File: config.mk
export PLATFORM = sky130hd
export DESIGN_NAME = twm_master
export DESIGN_NICKNAME = d
export VERILOG_FILES = /design/src/hw/twm_pkg.sv /design/src/hw/twm_master.sv
export SDC_FILE = /design/constraint.sdc
export NUM_CORES = 1
export LEC_CHECK = 0
export BUFFER_PORTS_ARGS = -buffer_cell sky130_fd_sc_hd__buf_4
export CORE_ASPECT_RATIO = 0.6
export CORE_MARGIN = 3
export CORE_UTILIZATION = 60
export DETAILED_ROUTE_END_ITERATION = 7
export GPL_ROUTABILITY_DRIVEN = 0
export PLACE_DENSITY = 0.86
export SLEW_MARGIN = 20
export SYNTH_ARGS = -nofsm -noshare
export SYNTH_HDL_FRONTEND = slang
export SYNTH_SLANG_ARGS = --single-unit
File: constraint.sdc
create_clock -name clock_i -period 6.3 [get_ports clock_i]
set_clock_uncertainty 0.1 [all_clocks]
set_input_delay 0.63 -clock clock_i [delete_from_list [all_inputs] [get_ports clock_i]]
set_output_delay 0.63 -clock clock_i [all_outputs]
set_load 0.02 [all_outputs]
File: src/hw/twm_pkg.sv
// Shared constants and types for the two-wire bus master
package twm_pkg;

  // ----------------------------------------------------------------------
  // Clock and bus rate timing
  // ----------------------------------------------------------------------
  localparam int CLK_PERIOD_NS = 8;       // System clock, 125 MHz
  localparam int STD_BIT_NS    = 10000;   // Standard rate, 100 kbit/s
  localparam int FAST_BIT_NS   = 2500;    // Fast rate, 400 kbit/s
  // Each bit is four equal quarters; a least time, so round up
  localparam int STD_QTR_CYC   =
    (STD_BIT_NS / 4 + CLK_PERIOD_NS - 1) / CLK_PERIOD_NS;
  localparam int FAST_QTR_CYC  =
    (FAST_BIT_NS / 4 + CLK_PERIOD_NS - 1) / CLK_PERIOD_NS;
  localparam int QCNT_W        = 9;
  localparam logic [QCNT_W-1:0] STD_QTR_LIM  = QCNT_W'(STD_QTR_CYC - 1);
  localparam logic [QCNT_W-1:0] FAST_QTR_LIM = QCNT_W'(FAST_QTR_CYC - 1);

  // ----------------------------------------------------------------------
  // Byte framing
  // ----------------------------------------------------------------------
  localparam logic [2:0] LAST_BIT  = 3'h7;   // Eighth bit of a byte
  localparam logic       DIR_WRITE = 1'b0;
  localparam logic       DIR_READ  = 1'b1;
  localparam logic [7:0] BYTE_IDLE = 8'hFF;  // Released line while reading

  // ----------------------------------------------------------------------
  // Command and response carriers
  // ----------------------------------------------------------------------
  typedef enum logic [1:0] {
    OP_START,   // Start (or repeated start) plus address byte
    OP_WRITE,   // Send one data byte
    OP_READ,    // Receive one data byte
    OP_STOP     // Stop condition
  } twm_op_t;

  typedef struct packed {
    twm_op_t    op;
    logic [6:0] addr;   // Slave address for OP_START
    logic       dir;    // DIR_WRITE or DIR_READ for OP_START
    logic [7:0] data;   // Byte for OP_WRITE
    logic       nack;   // OP_READ: answer with no acknowledge
  } twm_cmd_t;

  typedef struct packed {
    logic [7:0] data;      // Byte read back from the line
    logic       ack_err;   // Missing acknowledge, or refused command
    logic       arb_lost;  // Another master won the bus
  } twm_rsp_t;

  // Address in the upper seven bits, direction in the lowest bit
  function automatic logic [7:0] twm_addr_byte(input logic [6:0] addr,
                                               input logic       dir);
    return {addr, dir};
  endfunction

endpackage

File: src/hw/twm_master.sv
// Two-wire serial bus master: byte engine, open-drain pins, arbitration
`timescale 1ns/1ns
`default_nettype none

module twm_master
  import twm_pkg::*;
(
  input  wire logic     clock_i,
  input  wire logic     arst_n_i,
  input  wire logic     fast_mode_i,
  input  wire logic     cmd_valid_i,
  input  wire twm_cmd_t cmd_i,
  output logic          cmd_ready_o,
  output logic          rsp_valid_o,
  output twm_rsp_t      rsp_o,
  output logic          bus_busy_o,
  input  wire logic     scl_i,
  output logic          scl_o,
  output logic          scl_oe_o,
  input  wire logic     sda_i,
  output logic          sda_o,
  output logic          sda_oe_o
);

  typedef enum logic [2:0] {
    ST_IDLE, ST_START, ST_DATA, ST_ACK, ST_STOP, ST_HOLD
  } twm_state_t;

  // ----------------------------------------------------------------------
  // Pin synchronisers and bus watch
  // ----------------------------------------------------------------------
  logic scl_m_ff, scl_s_ff, scl_d_ff;
  logic sda_m_ff, sda_s_ff, sda_d_ff;
  logic busy_ff;

  // Three flops per pin; only the second and later stages feed logic
  always_ff @(posedge clock_i or negedge arst_n_i) begin
    if (!arst_n_i) begin
      {scl_m_ff, scl_s_ff, scl_d_ff} <= 3'h7;
      {sda_m_ff, sda_s_ff, sda_d_ff} <= 3'h7;
    end else begin
      {scl_m_ff, scl_s_ff, scl_d_ff} <= {scl_i, scl_m_ff, scl_s_ff};
      {sda_m_ff, sda_s_ff, sda_d_ff} <= {sda_i, sda_m_ff, sda_s_ff};
    end
  end

  // Start and stop seen on the wire, ours or another master's
  wire start_seen_w = scl_s_ff & scl_d_ff & sda_d_ff & ~sda_s_ff;
  wire stop_seen_w  = scl_s_ff & scl_d_ff & ~sda_d_ff & sda_s_ff;

  // Busy between any start and stop, so we never barge into a message
  always_ff @(posedge clock_i or negedge arst_n_i) begin
    if (!arst_n_i) begin
      busy_ff <= 1'b0;
    end else if (start_seen_w) begin
      busy_ff <= 1'b1;
    end else if (stop_seen_w) begin
      busy_ff <= 1'b0;
    end
  end

  // ----------------------------------------------------------------------
  // Quarter-bit timing engine
  // ----------------------------------------------------------------------
  twm_state_t        st_ff, nxt_st;
  logic [1:0]        q_ff;
  logic [QCNT_W-1:0] qcnt_ff;
  logic [2:0]        bit_ff;
  logic [7:0]        shift_ff;
  twm_op_t           op_ff;
  logic              nack_ff, fast_ff, samp_ff, err_ff;
  logic              ready_ff, rsp_valid_ff, scl_oe_ff, sda_oe_ff;
  twm_rsp_t          rsp_ff;

  wire active_w = st_ff inside {ST_START, ST_DATA, ST_ACK, ST_STOP};
  wire cmd_fire_w = cmd_valid_i & ready_ff;
  wire tx_w = op_ff inside {OP_START, OP_WRITE};

  // Rate is latched per command so a byte never changes speed midway
  wire [QCNT_W-1:0] qlim_w = fast_ff ? FAST_QTR_LIM : STD_QTR_LIM;

  // Released clock held low by a slow slave: freeze the count
  wire stall_w = active_w & (q_ff == 2'h2) & ~scl_s_ff;
  // Another master pulling clock low early ends our high phase
  wire sync_cut_w = active_w & (q_ff == 2'h3) & ~scl_s_ff;
  wire qdone_w = active_w &
                 ((~stall_w & (qcnt_ff == qlim_w)) | sync_cut_w);
  wire sample_w = qdone_w & (q_ff == 2'h2);
  wire pend_w = qdone_w & (q_ff == 2'h3);

  // Sent a released one but the line reads low: bus lost
  wire arb_lost_w = sample_w & (st_ff == ST_DATA) & tx_w &
                    shift_ff[7] & ~sda_s_ff;
  wire ack_bad_w = (st_ff == ST_ACK) & pend_w & tx_w & samp_ff;
  wire refuse_w = cmd_fire_w & (st_ff == ST_IDLE) &
                  (cmd_i.op != OP_START);

  // ----------------------------------------------------------------------
  // Sequencer
  // ----------------------------------------------------------------------
  always_comb begin
    nxt_st = st_ff;
    unique case (st_ff)
      ST_IDLE: begin
        if (cmd_fire_w && cmd_i.op == OP_START) begin
          nxt_st = ST_START;
        end
      end
      ST_HOLD: begin
        if (cmd_fire_w) begin
          unique case (cmd_i.op)
            OP_START: nxt_st = ST_START;
            OP_WRITE: nxt_st = ST_DATA;
            OP_READ:  nxt_st = ST_DATA;
            OP_STOP:  nxt_st = ST_STOP;
          endcase
        end
      end
      ST_START: begin
        if (pend_w) begin
          nxt_st = ST_DATA;
        end
      end
      ST_DATA: begin
        if (arb_lost_w) begin
          nxt_st = ST_IDLE;
        end else if (pend_w && bit_ff == LAST_BIT) begin
          nxt_st = ST_ACK;
        end
      end
      ST_ACK: begin
        if (ack_bad_w) begin
          nxt_st = ST_STOP;
        end else if (pend_w) begin
          nxt_st = ST_HOLD;
        end
      end
      ST_STOP: begin
        if (pend_w) begin
          nxt_st = ST_IDLE;
        end
      end
    endcase
  end

  // Answer at the end of each command, on refusal, or on a lost bus
  wire rsp_go_w = refuse_w | arb_lost_w | (st_ff == ST_STOP & pend_w) |
                  (st_ff == ST_ACK & pend_w & ~ack_bad_w);
  wire twm_rsp_t nxt_rsp = '{data:     shift_ff,
                             ack_err:  refuse_w |
                                       (st_ff == ST_STOP & err_ff),
                             arb_lost: arb_lost_w};
  wire nxt_ready_w = (nxt_st == ST_HOLD) |
                     (nxt_st == ST_IDLE & ~busy_ff & ~start_seen_w);

  // Byte to load for a new command
  wire [7:0] load_byte_w =
    (cmd_i.op == OP_START) ? twm_addr_byte(cmd_i.addr, cmd_i.dir) :
    (cmd_i.op == OP_WRITE) ? cmd_i.data : BYTE_IDLE;

  // ----------------------------------------------------------------------
  // Line drive decode
  // ----------------------------------------------------------------------
  // Clock low in the first half of every bit and while holding the bus
  wire scl_low_w = (active_w & ~q_ff[1]) | (st_ff == ST_HOLD);
  // Data is updated only in idle and in quarter one (clock low) except at the
  // start and stop edges; holding keeps it, so nothing moves on entry
  wire sda_upd_w = (st_ff == ST_IDLE) | (active_w & q_ff == 2'h1) |
                   ((st_ff inside {ST_START, ST_STOP}) & q_ff == 2'h3);
  logic sda_low_w;
  always_comb begin
    sda_low_w = 1'b0;
    unique case (st_ff)
      ST_START: sda_low_w = (q_ff == 2'h3);
      ST_DATA:  sda_low_w = tx_w & ~shift_ff[7];
      ST_ACK:   sda_low_w = ~tx_w & ~nack_ff;
      ST_STOP:  sda_low_w = (q_ff != 2'h3);
      ST_IDLE:  sda_low_w = 1'b0;
      ST_HOLD:  sda_low_w = 1'b0;
    endcase
  end

  // ----------------------------------------------------------------------
  // Registers
  // ----------------------------------------------------------------------
  // State and quarter counter
  always_ff @(posedge clock_i or negedge arst_n_i) begin
    if (!arst_n_i) begin
      st_ff   <= ST_IDLE;
      q_ff    <= 2'h0;
      qcnt_ff <= '0;
    end else begin
      st_ff <= nxt_st;
      if (nxt_st != st_ff || !active_w) begin
        q_ff    <= 2'h0;
        qcnt_ff <= '0;
      end else if (qdone_w) begin
        q_ff    <= q_ff + 2'h1;
        qcnt_ff <= '0;
      end else if (!stall_w) begin
        qcnt_ff <= qcnt_ff + QCNT_W'(1);
      end
    end
  end

  // Command capture and byte shifter
  always_ff @(posedge clock_i or negedge arst_n_i) begin
    if (!arst_n_i) begin
      op_ff    <= OP_STOP;
      nack_ff  <= 1'b0;
      fast_ff  <= 1'b0;
      shift_ff <= BYTE_IDLE;
      bit_ff   <= 3'h0;
      samp_ff  <= 1'b1;
    end else if (cmd_fire_w) begin
      op_ff    <= cmd_i.op;
      nack_ff  <= cmd_i.nack;
      fast_ff  <= fast_mode_i;
      shift_ff <= load_byte_w;
      bit_ff   <= 3'h0;
    end else begin
      if (sample_w) begin
        samp_ff <= sda_s_ff;
      end
      if (st_ff == ST_DATA && pend_w) begin
        shift_ff <= {shift_ff[6:0], samp_ff};
        bit_ff   <= bit_ff + 3'h1;
      end
    end
  end

  // Error flag; a new command clears it, a missing acknowledge sets it
  always_ff @(posedge clock_i or negedge arst_n_i) begin
    if (!arst_n_i) begin
      err_ff <= 1'b0;
    end else if (ack_bad_w) begin
      err_ff <= 1'b1;
    end else if (cmd_fire_w) begin
      err_ff <= 1'b0;
    end
  end

  // Handshake, response and pins
  always_ff @(posedge clock_i or negedge arst_n_i) begin
    if (!arst_n_i) begin
      ready_ff     <= 1'b0;
      rsp_valid_ff <= 1'b0;
      rsp_ff       <= '0;
      scl_oe_ff    <= 1'b0;
      sda_oe_ff    <= 1'b0;
    end else begin
      ready_ff     <= nxt_ready_w;
      rsp_valid_ff <= rsp_go_w;
      if (rsp_go_w) begin
        rsp_ff <= nxt_rsp;
      end
      scl_oe_ff <= scl_low_w;
      if (sda_upd_w) begin
        sda_oe_ff <= sda_low_w;
      end
    end
  end

  // Open drain: the output level is always low, only the enable moves
  assign scl_o       = 1'b0;
  assign sda_o       = 1'b0;
  assign scl_oe_o    = scl_oe_ff;
  assign sda_oe_o    = sda_oe_ff;
  assign cmd_ready_o = ready_ff;
  assign rsp_valid_o = rsp_valid_ff;
  assign rsp_o       = rsp_ff;
  assign bus_busy_o  = busy_ff;

  // ----------------------------------------------------------------------
  // Checks
  // ----------------------------------------------------------------------
  chk_start_shape: assert property (@(posedge clock_i)
    disable iff (!arst_n_i)
    $rose(sda_oe_ff) && !scl_oe_ff |->
      $past(st_ff) == ST_START && $past(q_ff) == 2'h3)
    else $error("data pulled low under high clock outside start");

  chk_sda_stable: assert property (@(posedge clock_i)
    disable iff (!arst_n_i)
    $fell(sda_oe_ff) && !scl_oe_ff && $past(!scl_oe_ff) |->
      $past(st_ff) inside {ST_STOP, ST_IDLE})
    else $error("data released under high clock outside stop");

  chk_addr_load: assert property (@(posedge clock_i)
    disable iff (!arst_n_i)
    cmd_fire_w && cmd_i.op == OP_START |=>
      shift_ff == {$past(cmd_i.addr), $past(cmd_i.dir)} &&
      st_ff == ST_START)
    else $error("address byte not formed from address and direction");

  chk_nack_stop: assert property (@(posedge clock_i)
    disable iff (!arst_n_i)
    st_ff == ST_ACK && pend_w && tx_w && samp_ff |=>
      st_ff == ST_STOP && err_ff && !ready_ff)
    else $error("missing acknowledge did not lead to stop");

  chk_stop_resp: assert property (@(posedge clock_i)
    disable iff (!arst_n_i)
    st_ff == ST_STOP && pend_w |=>
      st_ff == ST_IDLE && rsp_valid_ff && !sda_oe_ff && !scl_oe_ff)
    else $error("stop did not end with both lines released");

  chk_stretch_hold: assert property (@(posedge clock_i)
    disable iff (!arst_n_i)
    stall_w |=> qcnt_ff == $past(qcnt_ff) && q_ff == 2'h2)
    else $error("bit timing ran on while clock held low");

  chk_byte_ack: assert property (@(posedge clock_i)
    disable iff (!arst_n_i)
    st_ff == ST_DATA && pend_w && bit_ff == LAST_BIT && !arb_lost_w |=>
      st_ff == ST_ACK)
    else $error("acknowledge slot not after eighth bit");

  chk_rate_limit: assert property (@(posedge clock_i)
    disable iff (!arst_n_i)
    active_w |-> qlim_w == (fast_ff ? 9'h04E : 9'h138))
    else $error("quarter bit length wrong for selected rate");

  chk_arb_release: assert property (@(posedge clock_i)
    disable iff (!arst_n_i)
    arb_lost_w |=> st_ff == ST_IDLE ##1 !scl_oe_ff && !sda_oe_ff)
    else $error("lines not released after losing arbitration");

  chk_read_release: assert property (@(posedge clock_i)
    disable iff (!arst_n_i)
    st_ff == ST_DATA && !tx_w && q_ff[1] |-> !sda_oe_ff)
    else $error("master drives data while slave transmits");

  chk_clock_drive: assert property (@(posedge clock_i)
    disable iff (!arst_n_i)
    active_w && ((q_ff == 2'h0 && qcnt_ff != '0) || q_ff == 2'h1) |->
      scl_oe_ff)
    else $error("clock not pulled low in low half of bit");

  chk_msb_first: assert property (@(posedge clock_i)
    disable iff (!arst_n_i)
    st_ff == ST_DATA && pend_w |=>
      shift_ff == {$past(shift_ff[6:0]), $past(samp_ff)})
    else $error("byte not shifted most significant bit first");

  chk_open_drain: assert property (@(posedge clock_i)
    disable iff (!arst_n_i)
    scl_oe_o || sda_oe_o |-> !scl_o && !sda_o)
    else $error("line driven high");

endmodule

`default_nettype wire

==> impl_metrics.csv <==
group,metric,value,unit
detailed_routing,routed_wl,6.28,mm
hold_path,hp-class,"in -> async",
sta,hold_viol,0,
sta,rsz0062_at_grt,"false",
floorplanning,rows,18,
clocking,clk_latency,0.30,ns
setup_path,slowest_delay,0.61,ns
place,dp_hpwl,4.74,mm
cells_and_area,regArea,0.00130,mm^2
detailed_routing,route.vias.total,2235,
sta,relSlewSlack,45.1,%
global_routing,grt_pass1_vias,2112,
sta,maxSlewViolCount,0,
cells_and_area,final_cell_mix,"40 x buf_4, 35 x dfrtp_1, 29 x nand2_1",
sta,setup-violations-final,0,
place,portBuffers,39,
floorplanning,io_pins,42,
detailed_routing,post-route-drc-count,0,
clocking,htree_levels,2,
synth,ys_seq_elements,51,
synth,yosys_warnings,0,
synth,synth_cell_types,61,
clocking,clk_pin_slew,0.09,ns
detailed_routing,firstDrtPassIters,5,
power_and_ir_drop,power.leakage,1.48,nW
sta,layout_setup_ws,3.37,ns
run_status,status,"finished, final reports clean",
setup_path,cp-start-kind,"flop",
global_routing,overflow,0,
setup_path,cp_max_fo,20,
detailed_routing,final_antenna_net_count,0,
detailed_routing,wire_per_inst,17.2,um
floorplanning,die-area,0.00556,mm^2
sta,worstMarginPinSlew,0.823,ns
clocking,cts_hold_buffers,0,
clocking,clock_path_buffers,2,
cells_and_area,areaGrowthSynthToFinish,14.3,%
power_and_ir_drop,power,563,uW
setup_path,crit_type,"reg -> reg",
power_and_ir_drop,p_per_area,176,mW/mm^2
cells_and_area,nets,339,
setup_path,r2r-end,"rsp_o[2]",
clocking,numCtsBuffers,5,
setup_path,cp_slowest_cell,"dfrtp_1",
clocking,cts_sinks,51,
synth,synth_top_area_share,31.2,%
global_routing,grt_pass1_wl,10.4,mm
clocking,cts_tree,"yes",
synth,synthTopCellsByArea,"dfrtp_1 31%, dfstp_2 15%, mux2_4 4.8%",
setup_path,crit_arrival,3.02,ns
synth,ys_seq_area_share,46.2,%
sta,period_share,46.5,%
sta,tns,0,ns
setup_path,path_cells,"nor2_1 > nor2b_1 > nor4b_4 > nor3_1 > a22oi_1 > o211a_1 > mux2_4",
synth,avgSynthCellArea,10.3,um^2
sta,layout_min_cycle_time,2.93,ns
floorplanning,core_area,0.00430,mm^2
detailed_routing,vias_per_cell,6.12,
cells_and_area,layout_commonest_cell,"buf_4",
flow_run,max_cap_viol_count,0,
setup_path,ff2ff_setup_slack,3.37,ns
setup_path,crit_path_start,"st_ff[1]",
detailed_routing,drtIter0Drc,299,
cells_and_area,fill_cells,293,
sta,fmax,341,MHz
setup_path,rr_startpoint,"st_ff[1]",
cells_and_area,final_layout_size_suffix_gt1_share,26.6,%
setup_path,reg2reg_depth,7,
synth,syn_inst,271,
setup_path,worstSetupEndpointType,"flop",
global_routing,groute.usage.overall,24.6,%
floorplanning,fp.dieW,94.3,um
setup_path,worstPathRequired,6.39,ns
synth,synth_area_leader_cell,"dfrtp_1",
synth,synth_top_flop_cell,"dfrtp_1",
clocking,cts-root-buf,"clkbuf_8",
floorplanning,dieHeight,59.0,um
cells_and_area,diodes,0,
power_and_ir_drop,irDropWorstVdd,0.143,mV
global_routing,antenna_found_initial,0,
cells_and_area,multi_input_area,0.00139,mm^2
clocking,post_cts_buffers,0,
global_routing,grt_max_degree,52,
floorplanning,initial_utilization,65.2,%
synth,synth.cell_area,0.00280,mm^2
place,dp_slack,3.46,ns
clocking,cts_resized,0,
synth,synth_edf_count,0,
synth,async_flop_share,100,%
setup_path,critical_path.endpoint,"rsp_o[2]",
## where the power goes
part / internal [mW] / switching [mW]
combinational: 0.0115 / 0.0137
clock: 0.103 / 0.101
sequential: 0.331 / 0.00237
total: 0.446 / 0.117
## worst max-delay path: cells and delay by family, from the launching register on
family | cells | cell delay [ns]
AO/OA/AOI/OAI | 2 | 0.79
AND/OR/NAND/NOR | 4 | 0.95
flip-flops | 1 | 0.61
multiplexers | 1 | 0.35
## worst min path at each step
stage / from / to
2_1_floorplan: arst_n_i / bit_ff[0]
3_3_place_gp: sda_m_ff / sda_s_ff
3_5_place_dp: scl_m_ff / scl_s_ff
4_1_cts: arst_n_i / qcnt_ff[3]
5_1_grt: sda_m_ff / sda_s_ff
6_report: arst_n_i / qcnt_ff[4]
## final cells by class
type / instances / share of cell area [%]
Sequential cell: 51 / 40.4
Timing Repair Buffer: 40 / 9.37
Multi-Input combinational cell: 195 / 43.4
Inverter: 11 / 1.29
Clock buffer: 8 / 3.16
Tap cell: 60 / 2.34
## logic make-up after synthesis
group | Yosys count | share of synthesized area [%]
AOI/OAI and AO/OA | 70 | 17.0
xor gates and xnor gates | 5 | 1.56
buffers and inverters | 26 | 4.28
adders and majority gates | 10 | 4.46
DFF | 51 | 46.2
muxes | 19 | 8.48
other | 1 | 0.134
and+or+nand+nor | 89 | 17.8
## synthesized netlist by cell type (3+ instances only)
library cell	count
nand2b_1	8
o211ai_1	4
dfstp_2	16
mux2_4	9
a21oi_1	10
ha_1	10
a31oi_1	8
nor2_1	14
inv_1	9
buf_4	3
mux2i_1	8
o221ai_1	8
nor2b_1	4
nand2_1	29
o21ai_0	19
buf_2	3
nor3_1	6
clkbuf_1	7
dfrtp_1	35
xor2_1	4
nand3_1	11
## metal layers
layer | vias to the layer above | track usage (%) | part of all wire (%)
li1 | 1049 | - | -
met1 | 1061 | 38.1 | 48
met2 | 113 | 33.6 | 42
met3 | 12 | 7.28 | 9.4
met4 | 0 | 6.17 | 0.84
met5 | - | 0 | 0
## state kept, by name, summed over array words and instances, names as in the netlist, 2 cells and up
signal and flops:
rsp_o 10, qcnt_ff 9, shift_ff 8, bit_ff 3
st_ff 3, q_ff 2
## through the flow
step           cell area (um^2)  hold slack, ns  std cells  utilization (%)
2_1_floorplan              2810           0.234        272                -
5_1_grt                    3210           0.268        365             74.5
3_3_place_gp               3100           0.246        357             72.2
6_report                   3210           0.235        365             74.5
4_1_cts                    3210           0.252        365             74.5
3_5_place_dp               3100           0.247        357             72.2
Power figures use the tool's default switching activity.
